--- config.mk ---
export PLATFORM = sky130hd
export DESIGN_NAME = fdb_demod
export DESIGN_NICKNAME = d
export VERILOG_FILES = /design/src/verilog/fdb_pkg.sv /design/src/verilog/fdb_demod.sv
export SDC_FILE = /design/constraint.sdc
export NUM_CORES = 2
export LEC_CHECK = 0
export BUFFER_PORTS_ARGS = -buffer_cell sky130_fd_sc_hd__buf_2
export CAP_MARGIN = 40
export CORE_AREA = 5 5 455 412
export DETAILED_ROUTE_END_ITERATION = 12
export DIE_AREA = 0 0 460 417
export HOLD_SLACK_MARGIN = 0.06
export PLACE_DENSITY_LB_ADDON = 0.08
export SYNTH_ARGS = -nofsm -noshare
export SYNTH_HDL_FRONTEND = slang
export SYNTH_SLANG_ARGS = --single-unit
--- constraint.sdc ---
create_clock -name core_clk -period 22.2 [get_ports core_clk]
set_input_delay 4.44 -clock core_clk [delete_from_list [all_inputs] [get_ports core_clk]]
set_output_delay 4.44 -clock core_clk [all_outputs]
set_load 0.01 [all_outputs]
--- src/verilog/fdb_pkg.sv ---
// constants for the receive demodulator back end
// assumes the demodulator clock is the core clock at 25 MHz
package fdb_pkg;
  // ----------------------------------------------------------------
  // clocking and frequency scaling
  // ----------------------------------------------------------------
  localparam longint CLK_HZ = 25_000_000;
  localparam longint IF_NOM_HZ = 200_000;
  localparam longint RANGE_WIDE_HZ = 100_000;
  localparam longint RANGE_NARROW_HZ = 50_000;
  localparam longint FREQ_SCALE = 32768;
  localparam logic signed [15:0] IF_NOM_CODE = 16'(IF_NOM_HZ * FREQ_SCALE / CLK_HZ);
  localparam logic signed [15:0] RANGE_WIDE = 16'(RANGE_WIDE_HZ * FREQ_SCALE / CLK_HZ);
  localparam logic signed [15:0] RANGE_NARROW = 16'(RANGE_NARROW_HZ * FREQ_SCALE / CLK_HZ);
  // ----------------------------------------------------------------
  // register map (byte addresses)
  // ----------------------------------------------------------------
  localparam logic [7:0] ADDR_SETUP = 8'h00;
  localparam logic [7:0] ADDR_CORR = 8'h04;
  localparam logic [7:0] ADDR_SYNC = 8'h08;
  localparam logic [7:0] ADDR_LOOP = 8'h0C;
  localparam logic [7:0] ADDR_CDR = 8'h10;
  localparam logic [7:0] ADDR_READBACK = 8'h14;
  localparam logic [7:0] ADDR_NADJ = 8'h18;
  // ----------------------------------------------------------------
  // field codes and reset values
  // ----------------------------------------------------------------
  localparam logic [1:0] DSEL_LINEAR = 2'h0;
  localparam logic [1:0] DSEL_CORR = 2'h1;
  localparam logic [1:0] DSEL_ASK = 2'h2;
  localparam logic [2:0] MODE_SYNC_A = 3'h2;
  localparam logic [2:0] MODE_SYNC_B = 3'h3;
  localparam logic [9:0] PBW_RESET = 10'h009;
  localparam logic [9:0] DBW_RESET = 10'h03F;
  localparam logic [31:0] CDR_INC_RESET = 32'h0000_0000;
  // ----------------------------------------------------------------
  // timing
  // ----------------------------------------------------------------
  localparam int OVERSAMPLE = 32;
  localparam logic [4:0] PH_MID = 5'h10;
  localparam logic [3:0] MATCH_HOLD = 4'h9;
  localparam int ENV_SHIFT = 10;
  localparam int LOOP_SHIFT = 16;
  localparam int FILT_SHIFT = 10;
  localparam logic [7:0] LOOP_DIV = 8'hFF;
  localparam logic [4:0] SYNC_MIN = 5'h0C;
  typedef enum logic [1:0] {ST_IDLE = 2'b01, ST_HOLD = 2'b10} fdb_mst_t;
endpackage : fdb_pkg

--- src/verilog/fdb_demod.sv ---
// receive demodulator back end: demod mux, post filter, slicer, clock
// recovery, frequency readback and correction loop, sync word matcher
// assumes synchronous samples from the limiter and signal strength paths
//
// What this block does
// - recovery runs off an oversample tick at 32 times the data rate
// - phase nudging tracks bit rates within two percent of the programmed rate
// - select code 01 chooses the correlator demodulator
// - post filter cutoff follows the ten-bit bandwidth setting in all modes
// - select code 00 chooses the linear discriminator
// - linear mode averages, slices and feeds recovery
// - select code 10 chooses amplitude demodulation
// - amplitude mode filters and envelope detects signal strength
// - frequency correction in all select codes but amplitude (10), from envelope of discriminator
// - signed 16-bit readback equals IF frequency scaled by 2^15 over clock
// - loop enable bit runs an integral-only loop adjusting the N divider
// - correction limited to 100 kHz wide or 50 kHz narrow filter
// - matcher compares sync word to bits and raises the match pin
// - match pin drops after nine recovered clock cycles
// - matching enabled for demod mode 010 or 011
// - length field selects 12, 16, 20 or 24 bits
// - tolerance field allows zero to three mismatched bits
// - correlator output sliced against zero
// - post filter is a second-order low pass
//
// The address-and-strobe port and the register offsets are this design's own decisions.
`timescale 1ns/10ps
module fdb_demod import fdb_pkg::*; #(
  parameter int FW = 16
) (
  // clock and reset
  input wire logic core_clk,
  input wire logic nrst,
  // register port
  input wire logic [7:0] reg_addr,
  input wire logic [31:0] reg_wdata,
  input wire logic reg_wr,
  input wire logic reg_rd,
  output logic [31:0] reg_rdata,
  // digitized IF path
  input wire logic signed [FW-1:0] lim_freq,
  input wire logic [6:0] rssi_code,
  input wire logic if_bw_wide,
  // host and synthesizer side
  output logic rx_data,
  output logic rx_clk,
  output logic match_lock,
  output logic signed [15:0] n_adjust
);
  // envelopes carry ENV_SHIFT fraction bits; a plain shifted step would stall
  // up to 2^ENV_SHIFT codes short of the input and bias the readback
  localparam int EW = 16 + ENV_SHIFT;
  typedef struct packed {
    logic [1:0] sel;
    logic [9:0] pbw;
    logic [2:0] dmode;
    logic [9:0] dbw;
    logic dotp;
    logic inv;
    logic [1:0] slen;
    logic [1:0] stol;
    logic [23:0] sword;
    logic [15:0] coef;
    logic loop_en;
    logic [31:0] cdr_inc;
    logic [31:0] rdata;
    logic signed [EW-1:0] fenv;
    logic signed [EW-1:0] aenv;
    logic signed [23:0] lp1;
    logic signed [23:0] lp2;
    logic sliced;
    logic [31:0] nco;
    logic [4:0] ph;
    logic prev_bit;
    logic bit_stb;
    logic rx_clk;
    logic rx_data;
    logic [23:0] shreg;
    fdb_mst_t mst;
    logic [3:0] hold;
    logic match;
    logic [4:0] errs;
    logic signed [31:0] integ;
    logic signed [15:0] nadj;
    logic [7:0] ldiv;
  } fdb_state_t;

  localparam fdb_state_t ST_RESET = '{sel: DSEL_CORR, pbw: PBW_RESET, dbw: DBW_RESET,
    cdr_inc: CDR_INC_RESET, mst: ST_IDLE, default: '0};

  fdb_state_t st;
  fdb_state_t st_next;

  // integer part of the envelope accumulators
  logic signed [15:0] fenv_q;
  logic signed [15:0] aenv_q;
  assign fenv_q = st.fenv[EW-1:ENV_SHIFT];
  assign aenv_q = st.aenv[EW-1:ENV_SHIFT];

  // ----------------------------------------------------------------
  // next-state logic
  // ----------------------------------------------------------------
  logic signed [16:0] fd;
  logic signed [16:0] ad;
  logic signed [16:0] cd;
  logic signed [23:0] x;
  logic signed [24:0] d1;
  logic signed [24:0] d2;
  logic signed [35:0] m1;
  logic signed [35:0] m2;
  logic [32:0] nco_sum;
  logic tick;
  logic [23:0] sh_n;
  logic [4:0] len;
  logic [4:0] errs;
  logic sync_en;
  logic signed [16:0] err;
  logic signed [31:0] lim_i;
  logic signed [31:0] integ_n;
  logic signed [15:0] rng;
  always_comb begin
    st_next = st;
    fd = 17'(lim_freq) - 17'(fenv_q);
    ad = 17'(signed'({9'h000, rssi_code})) - 17'(aenv_q);
    cd = 17'(lim_freq) - 17'(IF_NOM_CODE);
    x = '0;
    nco_sum = 33'(st.nco) + 33'(st.cdr_inc);
    tick = nco_sum[32];
    sh_n = {st.shreg[22:0], st.sliced};
    len = SYNC_MIN + 5'({st.slen, 2'b00}); // 00..11 give 12..24
    errs = '0;
    sync_en = (st.dmode == MODE_SYNC_A) || (st.dmode == MODE_SYNC_B);
    err = 17'(fenv_q) - 17'(IF_NOM_CODE);
    rng = if_bw_wide ? RANGE_WIDE : RANGE_NARROW;
    lim_i = 32'(rng) <<< LOOP_SHIFT;
    integ_n = st.integ;
    d1 = '0;
    d2 = '0;
    m1 = '0;
    m2 = '0;
    // register writes
    if (reg_wr) begin
      case (reg_addr)
        ADDR_SETUP: begin
          st_next.sel = reg_wdata[1:0];
          st_next.pbw = reg_wdata[11:2];
          st_next.dmode = reg_wdata[14:12];
        end
        ADDR_CORR: begin
          st_next.dbw = reg_wdata[9:0];
          st_next.dotp = reg_wdata[10];
          st_next.inv = reg_wdata[11];
        end
        ADDR_SYNC: begin
          st_next.slen = reg_wdata[1:0];
          st_next.stol = reg_wdata[3:2];
          st_next.sword = reg_wdata[31:8];
        end
        ADDR_LOOP: begin
          st_next.coef = reg_wdata[15:0];
          st_next.loop_en = reg_wdata[16];
        end
        ADDR_CDR: st_next.cdr_inc = reg_wdata;
        default: ;
      endcase
    end
    // read data stands in the cycle after the strobe only
    st_next.rdata = '0;
    if (reg_rd) begin
      case (reg_addr)
        ADDR_SETUP: st_next.rdata = {17'h00000, st.dmode, st.pbw, st.sel};
        ADDR_CORR: st_next.rdata = {20'h00000, st.inv, st.dotp, st.dbw};
        ADDR_SYNC: st_next.rdata = {st.sword, 4'h0, st.stol, st.slen};
        ADDR_LOOP: st_next.rdata = {15'h0000, st.loop_en, st.coef};
        ADDR_CDR: st_next.rdata = st.cdr_inc;
        ADDR_READBACK: st_next.rdata = {15'h0000, st.match, fenv_q};
        ADDR_NADJ: st_next.rdata = 32'(st.nadj);
        default: st_next.rdata = '0;
      endcase
    end
    // envelope of the discriminator; at zero error it settles at IF_NOM_CODE
    st_next.fenv = st.fenv + EW'(fd);
    st_next.aenv = st.aenv + EW'(ad);
    // demodulator input mux; each source is centred so one zero slicer serves all
    case (st.sel)
      DSEL_CORR: begin
        // band limited by the discriminator setting, then optional invert
        if (cd > 17'(signed'({7'h00, st.dbw}))) begin
          cd = 17'(signed'({7'h00, st.dbw}));
        end else if (cd < -17'(signed'({7'h00, st.dbw}))) begin
          cd = -17'(signed'({7'h00, st.dbw}));
        end
        x = st.inv ? -24'(cd <<< 6) : 24'(cd <<< 6);
      end
      DSEL_LINEAR: x = 24'(fd <<< 6); // frequency minus its average
      DSEL_ASK: x = 24'(ad <<< 6); // strength minus its envelope
      default: x = '0;
    endcase
    // two cascaded one-pole sections make the second-order post filter
    d1 = 25'(x) - 25'(st.lp1);
    m1 = 36'(d1) * 36'(signed'({1'b0, st.pbw}));
    st_next.lp1 = st.lp1 + 24'(m1 >>> FILT_SHIFT);
    d2 = 25'(st.lp1) - 25'(st.lp2);
    m2 = 36'(d2) * 36'(signed'({1'b0, st.pbw}));
    st_next.lp2 = st.lp2 + 24'(m2 >>> FILT_SHIFT);
    st_next.sliced = ~st.lp2[23]; // threshold at zero
    // oversample tick from the rate register, 32 ticks per bit
    st_next.nco = nco_sum[31:0];
    st_next.bit_stb = 1'b0;
    if (tick) begin
      st_next.ph = st.ph + 5'h01;
      st_next.prev_bit = st.sliced;
      if (st.sliced != st.prev_bit) begin
        // edge seen early in the bit: hold back; late: jump ahead
        if (st.ph != 5'h00 && st.ph < PH_MID) begin
          st_next.ph = st.ph;
        end else if (st.ph >= PH_MID) begin
          st_next.ph = st.ph + 5'h02;
        end
      end
      if (st_next.ph == PH_MID && st.ph != PH_MID) begin
        st_next.bit_stb = 1'b1;
        st_next.rx_data = st.sliced;
      end
      st_next.rx_clk = st_next.ph[4];
    end
    // sync word matcher over the newest len bits, MSB received first
    for (int i = 0; i < 24; i++) begin
      if (5'(i) < len && sh_n[i] != st.sword[i]) begin
        errs = errs + 5'h01;
      end
    end
    st_next.errs = errs;
    if (st.bit_stb) begin
      st_next.shreg = sh_n;
    end
    case (st.mst)
      ST_IDLE: begin
        if (st.bit_stb && sync_en && errs <= 5'(st.stol)) begin
          st_next.mst = ST_HOLD;
          st_next.hold = MATCH_HOLD;
          st_next.match = 1'b1;
        end
      end
      ST_HOLD: begin
        if (st.bit_stb) begin
          st_next.hold = st.hold - 4'h1; // counts recovered clocks
          if (st.hold == 4'h1) begin
            st_next.match = 1'b0;
            st_next.mst = ST_IDLE;
          end
        end
      end
      default: begin
        st_next.mst = ST_IDLE;
        st_next.match = 1'b0;
      end
    endcase
    // integral-only loop on a slow tick, held off with loop_en clear or for select code DSEL_ASK; windup clamped to range
    st_next.ldiv = st.ldiv + 8'h01;
    if (!st.loop_en || st.sel == DSEL_ASK) begin
      st_next.integ = '0;
      st_next.nadj = '0;
    end else if (st.ldiv == LOOP_DIV) begin
      integ_n = st.integ + 32'(34'(err) * 34'(signed'({1'b0, st.coef})));
      if (integ_n > lim_i) begin
        integ_n = lim_i;
      end else if (integ_n < -lim_i) begin
        integ_n = -lim_i;
      end
      st_next.integ = integ_n;
      st_next.nadj = -16'(integ_n >>> LOOP_SHIFT);
    end
  end

  // ----------------------------------------------------------------
  // state register
  // ----------------------------------------------------------------
  always_ff @(posedge core_clk or negedge nrst) begin
    if (!nrst) begin
      st <= ST_RESET;
    end else begin
      st <= st_next;
    end
  end

  assign reg_rdata = st.rdata;
  assign rx_data = st.rx_data;
  assign rx_clk = st.rx_clk;
  assign match_lock = st.match;
  assign n_adjust = st.nadj;

  // ----------------------------------------------------------------
  // assertions
  // ----------------------------------------------------------------
  a_corr_slice: assert property (@(posedge core_clk) disable iff (!nrst)
    1'b1 |=> st.sliced == ~$past(st.lp2[23], 1))
    else $error("slicer not at zero threshold");
  a_bit_phase: assert property (@(posedge core_clk) disable iff (!nrst)
    st.bit_stb |-> st.ph == PH_MID && st.rx_clk)
    else $error("bit sampled off mid phase");
  a_match_start: assert property (@(posedge core_clk) disable iff (!nrst)
    $rose(st.match) |-> st.hold == MATCH_HOLD && $past(st.bit_stb))
    else $error("match raised without a bit");
  a_match_len: assert property (@(posedge core_clk) disable iff (!nrst)
    $fell(st.match) |-> $past(st.hold) == 4'h1 && $past(st.bit_stb))
    else $error("match dropped early");
  a_sync_gate: assert property (@(posedge core_clk) disable iff (!nrst)
    $rose(st.match) |-> $past(st.dmode) == MODE_SYNC_A || $past(st.dmode) == MODE_SYNC_B)
    else $error("match in wrong mode");
  a_tol_ok: assert property (@(posedge core_clk) disable iff (!nrst)
    $rose(st.match) |-> st.errs <= 5'($past(st.stol)))
    else $error("match beyond tolerance");
  a_range_clip: assert property (@(posedge core_clk) disable iff (!nrst)
    st.nadj <= RANGE_WIDE && st.nadj >= -RANGE_WIDE)
    else $error("correction out of range");
  a_loop_off: assert property (@(posedge core_clk) disable iff (!nrst)
    (!st.loop_en || st.sel == DSEL_ASK) |=> st.nadj == 16'sh0000)
    else $error("loop acting while off");
  a_rb_value: assert property (@(posedge core_clk) disable iff (!nrst)
    reg_rd && reg_addr == ADDR_READBACK |=> st.rdata[15:0] == $past(fenv_q))
    else $error("readback mismatch");
endmodule : fdb_demod

==> reports/qor_table.md <==
| Item | Reported |
|---|---|
| Library cell used as clock root buffer | sky130_fd_sc_hd__clkbuf_16 |
| Cell Rows | 149 |
| Parity-gate share of the synthesized area counting xor and xnor cells | 7.38% |
| Final-layout setup total negative slack | 0 ps |
| Nets in the synthesized netlist | 7207 |
| Max IR drop VDD | 0.173 mV |
| Routability Congestion | 0.819 |
| Number of pins with negative max-slew slack in the final report | 0 |
| Internal Pwr Total | 4.03 mW |
| Highest clock rate | 0.0553 GHz |
| Setup repair after global routing missed its margin | false |
| Clock tree from TritonCTS | yes |
| Path category of the worst min-delay check | flip-flop to flip-flop |
| Number of warning messages in the yosys log | 0 |
| Setup bufs post-CTS | 0 |
| Ratio of cells with drive above 1 in the final layout | 8.75% |
| Die extent in y | 417 µm |
| Die Area | 0.192 mm² |
| Critical-path maximum fanout | 13 |
| Drt initial violations | 2043 |
| Switching power | 4.64 mW |
| Antenna-violating nets left | 0 |
| Slowest cell delay on critical path | 580 ps |
| Share of synthesized cell area in and, or, nand and nor gates | 14.4% |
| Post-synthesis area per instance | 9.17 µm² |
| Cell with the largest stage delay on the worst path | sky130_fd_sc_hd__o31ai_1 |
| Actual slew at the worst max-slew pin | 921 ps |
| Switching Share | 53.5% |
| Startpoint-to-endpoint class of the critical path | input pin to flip-flop |
| Proportion of power drawn by combinational gates | 78.2% |
| Commonest non-fill, non-tap cell in the layout | sky130_fd_sc_hd__inv_1 |
| Power share of the clock group | 10.0% |
| CTS resizes | 0 |
| Number of placed I/O pins | 119 |
| Number of different library cells in the post-synthesis netlist | 89 |
| Max Clock Skew | 45.4 ps |
| Wire length per cell | 19.1 µm |
| Vias in the first global route | 41900 |
| Worst slew margin relative to its limit | 38.1% |
| Post-synth top flop | sky130_fd_sc_hd__dfrtp_1 |
| Drc violations | 0 |
| All-Layer GR Usage | 17.1% |
| Sequential power share | 11.7% |
| Chip Width | 460 µm |
| GR Overflow Total | 0 |
| Synth Area in Compound Gates | 10.2% |
| Hold buffer count at CTS | 0 |
| Post-detailed-placement half-perimeter wirelength | 131000 µm |
| Leakage power of the design | 28.5 nW |
| Fraction of registers with async set or reset after synthesis | 100% |
| Required time at the endpoint of the critical path | 22700 ps |
| Initial antenna violation count | 21 |
| Max-Cap Viols | 0 |
| # fillers | 19200 |
| Worst slack, placed | 3600 ps |
| Critical Path Most Common Cell | sky130_fd_sc_hd__a21oi_1 |
| Power density cells | 145 mW/mm² |
| Deepest level of the CTS H-tree | 2 |
| Worst-skew pair later-pin latency | 660 ps |
| Top library cells by usage in the layout, fill and taps aside | sky130_fd_sc_hd__inv_1, sky130_fd_sc_hd__fa_1, sky130_fd_sc_hd__nand2_1 |
| Sequential share of the synthesized area | 16.7% |
| Global-route wire length before repair | 256000 µm |
| EDFF count, synth | 0 |
| Final count of negative-setup-slack endpoints | 0 |
| Crit path launch type | input pin |
| Final-stage net count | 7273 |
| Final worst slack | 4120 ps |
| Effective utilization at floorplan | 29.7% |
| Total via count in the routed design | 39900 |
| Number of synthesized register bits | 361 |
| Buffer levels on the longest clock path | 3 |
| Largest family of logic cells by synthesized area | adder cells |
| Result of the run | finished clean |
| Area grow syn2layout | 9.95% |
| Fraction of the mapped netlist area in adder cells | 38.5% |
| DR pass1 iterations | 6 |
| Number of port buffers | 118 |
| Pin count of the biggest net entering global routing | 87 |
| Floorplan Core Area | 0.182 mm² |
| Clock-pin slew of the registers on the worst-case setup and hold paths | 60 ps |
| Kind of end point of the critical path | flip-flop |
| Worst Path Arrival | 18580 ps |
| Minimum clock period after layout | 18080 ps |
| Vias per cell | 4.73 |
| Number of instances in the synthesized netlist | 5911 |
| Netlist Area Pre-Place | 0.0542 mm² |
| Final Hold Viols | 0 |
| Detailed Route WL | 161000 µm |
| Share of the clock period used by the worst path | 81.5% |
| Mux share of post-synthesis cell area | 3.69% |
| Clock buffers created by TritonCTS | 49 |
| Clock Sink Count | 361 |
## kinds of logic after synthesis
| logic type | Yosys count |
|---|---|
| AOI/OAI and AO/OA | 834 |
| xor gates and xnor gates | 431 |
| adders and majority gates | 1229 |
| buffers and inverters | 1272 |
| DFF | 361 |
| muxes | 182 |
| and+or+nand+nor | 1602 |
## metal layers
metal  track usage, %  up-vias  routed length, µm
met4             3.58        6               3690
met3             2.12      148               6100
met5                0        -                 41
li1                 -    19100                  -
met2             26.5      596              70700
met1             25.4    20000              80600
## area by class of cell
| class | count | area (µm²) | share of cell area, % |
|---|---|---|---|
| multi-input cells | 4278 | 40300 | 67.5 |
| flip-flops and latches | 361 | 9060 | 15.2 |
| inverters | 1054 | 3960 | 6.64 |
| well taps | 2416 | 3020 | 5.07 |
| repair buffers | 233 | 1600 | 2.69 |
| clock buffers | 62 | 1360 | 2.27 |
| clock inverters | 26 | 363 | 0.609 |
| diodes | 5 | 12.5 | 0.0210 |
## flip-flops by register name, summed over array words and instances, names as in the netlist
| register | count |
|---|---|
| n_adjust | 15 |
| sh_n | 24 |
| reg_rdata | 32 |
| rx_data | 1 |
| st | 257 |
| aenv_q | 16 |
| fenv_q | 16 |
## power groups by stage
stage,sequential [mW],combinational (mW),clock (mW)
floorplan,0.948,4.78,0
global placement,1.03,6.72,0
detailed placement,1.03,6.81,0
CTS,1.02,6.86,0.911
global route,1.04,7.69,0.933
finish,1.02,6.77,0.870
## synthesized netlist by cell type (10+ instances only)
master                      instances  area share [%]
sky130_fd_sc_hd__dfrtp_1          351              16
sky130_fd_sc_hd__nand3_1           67            0.62
sky130_fd_sc_hd__o211ai_1          22            0.30
sky130_fd_sc_hd__nor4_1            22            0.25
sky130_fd_sc_hd__or2_2             14            0.16
sky130_fd_sc_hd__dfstp_2           10            0.48
sky130_fd_sc_hd__or3_1             24            0.28
sky130_fd_sc_hd__nand4_1           21            0.24
sky130_fd_sc_hd__o31ai_1           14            0.19
sky130_fd_sc_hd__o22ai_1           14            0.16
sky130_fd_sc_hd__inv_1           1053             7.3
sky130_fd_sc_hd__a22o_1            21            0.34
sky130_fd_sc_hd__fa_1             730              27
sky130_fd_sc_hd__nor2b_1           47            0.54
sky130_fd_sc_hd__xnor2_1          302             4.9
sky130_fd_sc_hd__o2111ai_1         10            0.16
sky130_fd_sc_hd__nand2_1          572             4.0
sky130_fd_sc_hd__mux2i_1           41            0.76
sky130_fd_sc_hd__clkbuf_1         157             1.1
sky130_fd_sc_hd__o21ai_0          148             1.4
sky130_fd_sc_hd__a21o_1            62            0.86
sky130_fd_sc_hd__a21boi_0          16            0.22
sky130_fd_sc_hd__a221oi_1          18            0.29
sky130_fd_sc_hd__xor2_1           112             1.8
sky130_fd_sc_hd__a31oi_1           34            0.39
sky130_fd_sc_hd__nor3_1            88            0.81
sky130_fd_sc_hd__o21bai_1          74             1.0
sky130_fd_sc_hd__a31o_2            11            0.18
sky130_fd_sc_hd__a211oi_1          18            0.25
sky130_fd_sc_hd__buf_1             12           0.083
sky130_fd_sc_hd__and2_1           394             4.5
sky130_fd_sc_hd__and3_1            30            0.35
sky130_fd_sc_hd__mux2_2           140             2.9
sky130_fd_sc_hd__a21oi_1          224             2.1
sky130_fd_sc_hd__buf_4             48            0.66
sky130_fd_sc_hd__nor2_1           259             1.8
sky130_fd_sc_hd__a222oi_1          23            0.42
sky130_fd_sc_hd__nand2b_1          28            0.32
sky130_fd_sc_hd__o21a_1            39            0.54
sky130_fd_sc_hd__ha_1             498              11
## critical path, delay by kind of cell
kind            cells  cell delay, ps
fa+ha+maj          10            4090
compound gates     30            6100
simple gates       10            2310
xor+xnor            5             810
buf+inv             8             780
## path summary, 6_finish.rpt
check	from	cells past startpoint	to	slack [ps]
worst max-delay path	lim_freq[3]	63	st[181]	4120
worst min-delay path	st[0]	1	st[0]	470
worst max register to register	st[341]	81	st[62]	4440
worst min register to register	st[0]	1	st[0]	470
max in group asynchronous	nrst	5	st[183]	15850
min in group asynchronous	nrst	1	st[128]	3790
## metrics by stage
stage | power (mW) | area, µm² | std cells | hold slack [ps] | utilization [%]
6_report | 8.66 | 59600 | 8435 | 472 | 32.7
3_3_place_gp | 7.75 | 57600 | 8316 | 463 | 31.6
5_1_grt | 9.66 | 59600 | 8433 | 505 | 32.7
2_1_floorplan | 5.73 | 54200 | 5911 | 432 | -
3_5_place_dp | 7.84 | 57900 | 8341 | 467 | 31.7
4_1_cts | 8.80 | 59600 | 8429 | 477 | 32.7
Note: power is estimated with default switching activity, not from simulation.
